`src/rtl/dcc_defs.svh`:
```
// Functional notes
// - Async reset clears calibration state immediately
// - Tracking enable holds time-mode delay constant
// - Raise delay_calibrated after fixed-line calibration
// - All three status outputs readable in registers
// - Raise tracking_ready after baseline drift calibration
// - Compensate drift continuously after baseline
// - tracking_ready holds until reset or disable
// - Register port runs on the APB clock pclk
// - Six-bit address selects bits next cycle
// - Read data appears one cycle later
`ifndef DCC_DEFS_SVH
`define DCC_DEFS_SVH

// ****************************************
// APB register map (byte addresses)
// ****************************************
`define DCC_REG_CTRL      12'h000
`define DCC_REG_STATUS    12'h004
`define DCC_REG_PORT_ADDR 12'h008
`define DCC_REG_PORT_WDAT 12'h00C
`define DCC_REG_PORT_RDAT 12'h010
`define DCC_REG_DRIFT     12'h014

// ****************************************
// Field positions and reset values
// ****************************************
`define DCC_CTRL_TRACK_BIT  0
`define DCC_CTRL_CAL_BIT    1
`define DCC_CTRL_RESET      2'h0
`define DCC_STAT_DLY_BIT    0
`define DCC_STAT_TRK_BIT    1
`define DCC_STAT_OK_BIT     2
`define DCC_RIU_STAT_ADDR   6'h00
`define DCC_RIU_DRIFT_ADDR  6'h01
`define DCC_ONE16           16'h0001

// ****************************************
// Calibration timing
// ****************************************
`define DCC_CLK_MHZ         25
`define DCC_FIX_CAL_NS      2000
`define DCC_VT_CAL_NS       4000
`define DCC_FIX_CAL_CYC     ((`DCC_FIX_CAL_NS * `DCC_CLK_MHZ + 999) / 1000)
`define DCC_VT_CAL_CYC      ((`DCC_VT_CAL_NS * `DCC_CLK_MHZ + 999) / 1000)
`define DCC_TRACK_PERIOD    16
`define DCC_COLL_CYC        3

`endif

```
`src/rtl/dcc_pkg.sv`:
```
package dcc_pkg;
  typedef enum logic [1:0] {
    DCC_IDLE  = 2'b00,
    DCC_FIXED = 2'b01,
    DCC_VT    = 2'b10,
    DCC_TRACK = 2'b11
  } dcc_cal_e;

  typedef struct packed {
    logic        dly;
    logic        trk;
  } dcc_stat_s;
endpackage : dcc_pkg

```
`src/rtl/dcc_top.sv`:
```
// Our own choices: the register addresses and register access over APB.
`timescale 1ns/1ps
`include "dcc_defs.svh"

module dcc_top
  import dcc_pkg::*;
#(
  parameter int CNT_W = 16
) (
  // APB slave
  input  wire logic        pclk,
  input  wire logic        presetn,
  input  wire logic        psel,
  input  wire logic        penable,
  input  wire logic        pwrite,
  input  wire logic [11:0] paddr,
  input  wire logic [31:0] pwdata,
  output logic      [31:0] prdata,
  output logic             pready,
  output logic             pslverr,
  // Status outputs
  output logic             delay_calibrated,
  output logic             tracking_ready,
  output logic             regport_access_ok
);

  // ****************************************
  // State
  // ****************************************
  dcc_cal_e           state, next_state;
  logic [CNT_W-1:0]   cnt, next_cnt;
  logic               drift_tracking_enable, next_drift_tracking_enable;
  logic               cal_start, next_cal_start;
  logic [5:0]         regport_address, next_regport_address;
  logic [15:0]        regport_read_bus, next_regport_read_bus;
  logic [15:0]        drift_code, next_drift_code;
  logic [15:0]        next_drift_code_fab;
  logic [15:0]        shadow, next_shadow;
  logic [1:0]         coll, next_coll;
  logic               pend, next_pend;
  logic               dly_q, next_dly_q;
  logic               trk_q, next_trk_q;
  logic               ok_q, next_ok_q;
  logic [31:0]        next_prdata;
  logic               next_pready;
  logic               next_pslverr;
  dcc_stat_s          st;

  // Word read of an internal register, by address
  function automatic logic [15:0] riu_read(input logic [5:0] a, input dcc_stat_s s,
                                            input logic [15:0] d);
    if (a == `DCC_RIU_STAT_ADDR) begin
      riu_read = {14'h0000, s.trk, s.dly};
    end else if (a == `DCC_RIU_DRIFT_ADDR) begin
      riu_read = d;
    end else begin
      riu_read = 16'h0000;
    end
  endfunction : riu_read

  assign st.dly = dly_q;
  assign st.trk = trk_q;

  wire apb_setup = psel && !penable;
  // Writes land only at the access edge that samples pready high
  wire apb_wr    = psel && penable && pready && pwrite;
  // Engine writes the drift register on every tracking tick
  wire eng_wr    = (state == DCC_TRACK) && (cnt == CNT_W'(0));

  // ****************************************
  // Calibration engine
  // ****************************************
  // Sequence: fixed-line, then baseline drift, then tracking
  always_comb begin
    next_state = state;
    next_cnt   = cnt;
    next_dly_q = dly_q;
    next_trk_q = trk_q;
    next_drift_code = drift_code;
    case (state)
      DCC_IDLE: begin
        if (cal_start) begin
          next_state = DCC_FIXED;
          next_cnt   = CNT_W'(`DCC_FIX_CAL_CYC);
        end
      end
      DCC_FIXED: begin
        if (cnt == CNT_W'(0)) begin
          next_dly_q = 1'b1;
          next_state = DCC_VT;
          next_cnt   = CNT_W'(`DCC_VT_CAL_CYC);
        end else begin
          next_cnt = cnt - CNT_W'(1);
        end
      end
      DCC_VT: begin
        // Baseline only runs once tracking is allowed
        if (drift_tracking_enable) begin
          if (cnt == CNT_W'(0)) begin
            next_trk_q = 1'b1;
            next_state = DCC_TRACK;
            next_cnt   = CNT_W'(`DCC_TRACK_PERIOD);
          end else begin
            next_cnt = cnt - CNT_W'(1);
          end
        end
      end
      DCC_TRACK: begin
        if (!drift_tracking_enable) begin
          next_trk_q = 1'b0;
          next_state = DCC_VT;
          next_cnt   = CNT_W'(`DCC_VT_CAL_CYC);
        end else if (cnt == CNT_W'(0)) begin
          // Periodic compensation keeps time-mode delay steady
          next_drift_code = drift_code + `DCC_ONE16;
          next_cnt = CNT_W'(`DCC_TRACK_PERIOD);
        end else begin
          next_cnt = cnt - CNT_W'(1);
        end
      end
      default: next_state = DCC_IDLE;
    endcase
  end

  // ****************************************
  // Register port access and collisions
  // ****************************************
  // Fabric write colliding with engine write is held in a shadow
  always_comb begin
    next_drift_tracking_enable = drift_tracking_enable;
    next_cal_start = cal_start;
    next_regport_address = regport_address;
    next_shadow = shadow;
    next_pend = pend;
    next_coll = coll;
    next_ok_q = ok_q;
    next_regport_read_bus = riu_read(regport_address, st, drift_code);
    if (apb_wr && paddr == `DCC_REG_CTRL) begin
      next_drift_tracking_enable = pwdata[`DCC_CTRL_TRACK_BIT];
      next_cal_start = pwdata[`DCC_CTRL_CAL_BIT];
    end else if (apb_wr && paddr == `DCC_REG_PORT_ADDR) begin
      next_regport_address = pwdata[5:0];
    end else if (apb_wr && paddr == `DCC_REG_PORT_WDAT && ok_q) begin
      next_shadow = pwdata[15:0];
      next_pend = 1'b1;
    end
    if (pend) begin
      if (eng_wr && regport_address == `DCC_RIU_DRIFT_ADDR) begin
        next_ok_q = 1'b0;
        next_coll = 2'(`DCC_COLL_CYC);
      end else if (coll != 2'h0) begin
        next_coll = coll - 2'h1;
      end else begin
        next_pend = 1'b0;
        next_ok_q = 1'b1;
      end
    end
  end

  // Fabric write lands after engine write; port writes made while ok_q is low are dropped
  always_comb begin
    next_drift_code_fab = next_drift_code;
    if (pend && coll == 2'h0 && !eng_wr && regport_address == `DCC_RIU_DRIFT_ADDR) begin
      next_drift_code_fab = shadow;
    end
  end

  // ****************************************
  // APB answer
  // ****************************************
  // Zero-wait answer; unmapped addresses give pslverr
  always_comb begin
    next_prdata  = 32'h0000_0000;
    next_pready  = apb_setup;
    next_pslverr = 1'b0;
    if (apb_setup) begin
      if (paddr == `DCC_REG_CTRL) begin
        next_prdata = {30'h0, cal_start, drift_tracking_enable};
      end else if (paddr == `DCC_REG_STATUS) begin
        next_prdata = {29'h0, ok_q, trk_q, dly_q};
      end else if (paddr == `DCC_REG_PORT_ADDR) begin
        next_prdata = {26'h0, regport_address};
      end else if (paddr == `DCC_REG_PORT_WDAT) begin
        next_prdata = {16'h0000, shadow};
      end else if (paddr == `DCC_REG_PORT_RDAT) begin
        next_prdata = {16'h0000, regport_read_bus};
      end else if (paddr == `DCC_REG_DRIFT) begin
        next_prdata = {16'h0000, drift_code};
      end else begin
        next_pslverr = 1'b1;
      end
    end
  end

  // ****************************************
  // Registers
  // ****************************************
  // Asynchronous clear of all calibration state; one port clock
  always_ff @(posedge pclk or negedge presetn) begin
    if (!presetn) begin
      state <= DCC_IDLE;
      cnt <= '0;
      drift_tracking_enable <= 1'b0;
      cal_start <= 1'b0;
      regport_address <= 6'h00;
      regport_read_bus <= 16'h0000;
      drift_code <= 16'h0000;
      shadow <= 16'h0000;
      coll <= 2'h0;
      pend <= 1'b0;
      dly_q <= 1'b0;
      trk_q <= 1'b0;
      ok_q <= 1'b1;
      prdata <= 32'h0000_0000;
      pready <= 1'b0;
      pslverr <= 1'b0;
      delay_calibrated <= 1'b0;
      tracking_ready <= 1'b0;
      regport_access_ok <= 1'b1;
    end else begin
      state <= next_state;
      cnt <= next_cnt;
      drift_tracking_enable <= next_drift_tracking_enable;
      cal_start <= next_cal_start;
      regport_address <= next_regport_address;
      regport_read_bus <= next_regport_read_bus;
      drift_code <= next_drift_code_fab;
      shadow <= next_shadow;
      coll <= next_coll;
      pend <= next_pend;
      dly_q <= next_dly_q;
      trk_q <= next_trk_q;
      ok_q <= next_ok_q;
      prdata <= next_prdata;
      pready <= next_pready;
      pslverr <= next_pslverr;
      delay_calibrated <= next_dly_q;
      tracking_ready <= next_trk_q;
      regport_access_ok <= next_ok_q;
    end
  end

endmodule : dcc_top

```
`config.mk`:
```
export PLATFORM = sky130hd
export DESIGN_NAME = dcc_top
export DESIGN_NICKNAME = d
export VERILOG_FILES = /design/src/rtl/dcc_pkg.sv /design/src/rtl/dcc_top.sv
export VERILOG_INCLUDE_DIRS = /design/src /design/src/rtl
export SDC_FILE = /design/constraint.sdc
export NUM_CORES = 1
export LEC_CHECK = 0
export ABC_CLOCK_PERIOD_IN_PS = 3300
export BUFFER_PORTS_ARGS = -buffer_cell sky130_fd_sc_hd__buf_4
export CORE_MARGIN = 5
export CORE_UTILIZATION = 44
export DETAILED_ROUTE_END_ITERATION = 7
export MAX_ROUTING_LAYER = met4
export PLACE_DENSITY_LB_ADDON = 0.08
export SYNTH_ARGS = -nofsm -noshare
export SYNTH_HDL_FRONTEND = slang
export SYNTH_SLANG_ARGS = --single-unit
```
`constraint.sdc`:
```
create_clock -name pclk -period 3.3 [get_ports pclk]
set_clock_uncertainty 0.15 [all_clocks]
set_input_delay 0.33 -clock pclk [delete_from_list [all_inputs] [get_ports pclk]]
set_output_delay 0.33 -clock pclk [all_outputs]
set_load 0.03 [all_outputs]
```
==> impl_metrics.yaml <==
outcome:
  outcome: "complete, no violations"
critical_path:
  r2r-end: "drift_code[14]"
  cp-start-kind: "flip-flop"
  path_max_fanout: 17
  cp_data_required_time_ns: 3.41
  setup.worst_path.class: "flip-flop to flip-flop"
  worstRegToRegCells: 7
  rrSetupSlack_ns: 0.35
  r2r_start: "cnt[0]"
  cp-end-kind: "flip-flop"
  arrival_ns: 3.07
grt:
  grt_pass1_vias: 3856
  grt_max_degree: 99
  overflow: 0
  grt_antenna_before_repair: 0
  grtUsageTotal_pct: 19.42
  grt_pass1_wl_mm: 20.03
die:
  rows: 38
  die-area_um2: 13520
  start_util_pct: 45.45
  core_um2: 10940
  io_pins: 86
  die_y_um: 116.3
  die_w_um: 116.3
worst_hold_path:
  whs_endpoint: "shadow[14]"
  hp-class: "input port to flip-flop"
  whs_path_depth: 2
  hold_start: "pwdata[14]"
power:
  p_leak_nw: 2.685
  power.density_nw_per_um2: 542.8
  p_clk_share_pct: 36.6
  internal_power_mw: 2.239
  power_switching_mw: 0.9021
  p_seq_share_pct: 45.5
  p_comb_share_pct: 17.9
  max-vdd-ir-drop_uv: 438.3
  p_sw_share_pct: 28.72
synthesis:
  synth_common_cells: "dfrtp_1, nor2_1, nand2_1, mux2_2, nand3_1"
  synthDistinctLibCells: 53
  synth-edff-count: 0
  yosysSeqAreaShare_pct: 49.37
  async_reset_ff_share_pct: 100.0
  ys_ff_latch: 98
  yosysTopAreaCell: "dfrtp_1"
  synth.avg_cell_area_um2: 9.940
  synth_ff_type: "dfrtp_1"
  yosys-top-cells-area: "dfrtp_1, mux2_2, nor2_1"
  synth_top_area_share_pct: 48.84
  synth_most_common_cell: "dfrtp_1"
  ys_warn_count: 0
  netlist_area_um2: 4970
  syn_inst: 500
sta:
  report.final.slew_viol_count: 0
  setup_viol: 0
  hold_violations: 0
  fmax_ghz: 0.3385
  fin_tns_setup_ns: 0
  fin_crit_sh_pct: 89.53
  rsz0062_at_grt: "no"
  worst-slew-pin-transition_ns: 0.8991
  period_needed_ns: 2.954
  hold_ws_ns: 0.06700
  maxSlewHeadroom_pct: 39.60
route:
  via_per_inst: 5.623
  met3_length_um: 508
  wl_met1_mm: 5.447
  wl_per_cell_um: 17.44
  drt_iter0_drc: 216
  wl_met2_mm: 6.027
  final_antenna_net_count: 0
  routed_wl_mm: 12.07
  vias: 3891
  drc_errors: 0
  dr.max_layer_used: "met4"
  first_pass_iters: 5
final_layout:
  n_antenna_cell: 0
  area_growth_pct: 16.44
  final_nets: 601
  fill_cells: 1032
  drive_gt1_share_pct: 21.56
placement:
  gp_congestion: 0.8600
  io_buffers: 53
  hpwl_mm: 8.396
clock_tree:
  postCtsSetupRepairBufs: 0
  cts-root-buf: "clkbuf_16"
  cts_buffers: 9
  cts_tree: "yes"
  clk_pin_slew_ns: 0.07
  cts_max_level: 3
  clock_latency_ns: 0.34
  cts.path.max_buffers: 2
  clock-sinks: 98
  cts_hold_buffers: 1
  post_cts_resize_count: 0
job:
  max_cap_violations: 0
## registers in the layout, indices dropped and copies added (netlist names), 2 cells and up
signal,count
cnt,16
state,2
shadow,16
regport_address,6
prdata,16
drift_code,16
regport_read_bus,16
coll,2
## cell type report
type | count | area [µm²] | area share (%)
well taps | 140 | 175.2 | 3.027
inverters | 13 | 48.80 | 0.8432
clock buffers | 11 | 252.7 | 4.368
clock inverters | 4 | 73.82 | 1.276
repair buffers | 62 | 480.5 | 8.303
multi-input cells | 364 | 2302 | 39.78
flip-flops and latches | 98 | 2454 | 42.40
## power groups by stage
stage,clock network [mW],registers [mW],logic (mW)
4_1_cts,1.17,1.43,0.562
6_report,1.15,1.43,0.562
2_1_floorplan,0,1.41,0.444
5_1_grt,1.22,1.45,0.626
3_3_place_gp,0,1.45,0.550
3_5_place_dp,0,1.45,0.559
## cell usage in the layout, fill, tap and decap left out, drive strengths merged, types with 3 or more instances in the layout
master	n
dfrtp	97
buf	61
nor2	51
nand2	39
mux2	34
nand3	22
nor3	20
o21ai	18
and2	16
conb	16
a21oi	14
inv	14
o211ai	14
nor4	12
a22oi	12
xnor2	11
clkbuf	11
or4	8
nor2b	7
a211oi	7
nand4	7
and3	6
mux2i	4
nand2b	4
a32oi	4
xor2	4
ha	4
a21o	3
o311ai	3
## metal layers
| metal | global-route usage, % | vias to the layer above |
|---|---|---|
| li1 | - | 1860 |
| met4 | 4.718 | 0 |
| met1 | 26.14 | 1948 |
| met5 | - | - |
| met2 | 30.78 | 74 |
| met3 | 3.368 | 9 |
## worst max path at each step
stage,slack [ns],endpoint,cells after the start,start
2_1_floorplan,0.68,drift_code[10],9,cnt[0]
3_3_place_gp,0.40,drift_code[14],7,cnt[0]
3_5_place_dp,0.37,drift_code[14],7,cnt[0]
4_1_cts,0.35,drift_code[14],7,cnt[0]
5_1_grt,0.22,drift_code[5],8,cnt[0]
6_report,0.35,drift_code[14],7,cnt[0]
## worst max-delay path, cell delays in order (launching register included)
cell      delay [ns]
dfrtp_1         0.42
inv_1           0.10
ha_1            0.17
or4b_4          0.49
or4_4           0.64
o211a_1         0.48
a211o_1         0.32
o211ai_1        0.09
## logic make-up (layout without fill, tap and decap cells)
logic type      after synthesis  after routing  share of synthesized area (%)
fa+ha+maj                     4              4                          1.007
xor+xnor                     15             15                          2.643
flops                        98             98                          49.37
simple gates                202            202                          20.59
buf+inv                      53             90                          5.438
mux                          38             38                          8.510
other cells                   1             16                        0.07546
compound gates               89             89                          12.36
## per-stage QoR
step | power [mW] | utilization (%) | cells | worst slack [ns] | instance area [µm²]
finish | 3.141 | 52.92 | 692 | 0.3455 | 5787
global route | 3.289 | 52.92 | 692 | 0.2237 | 5787
CTS | 3.156 | 52.92 | 692 | 0.3548 | 5787
detailed placement | 2.007 | 49.84 | 676 | 0.3729 | 5450
global placement | 1.996 | 49.84 | 676 | 0.3978 | 5450
floorplan | 1.851 | - | 515 | 0.6825 | 5026
Power figures use the tool's default switching activity.
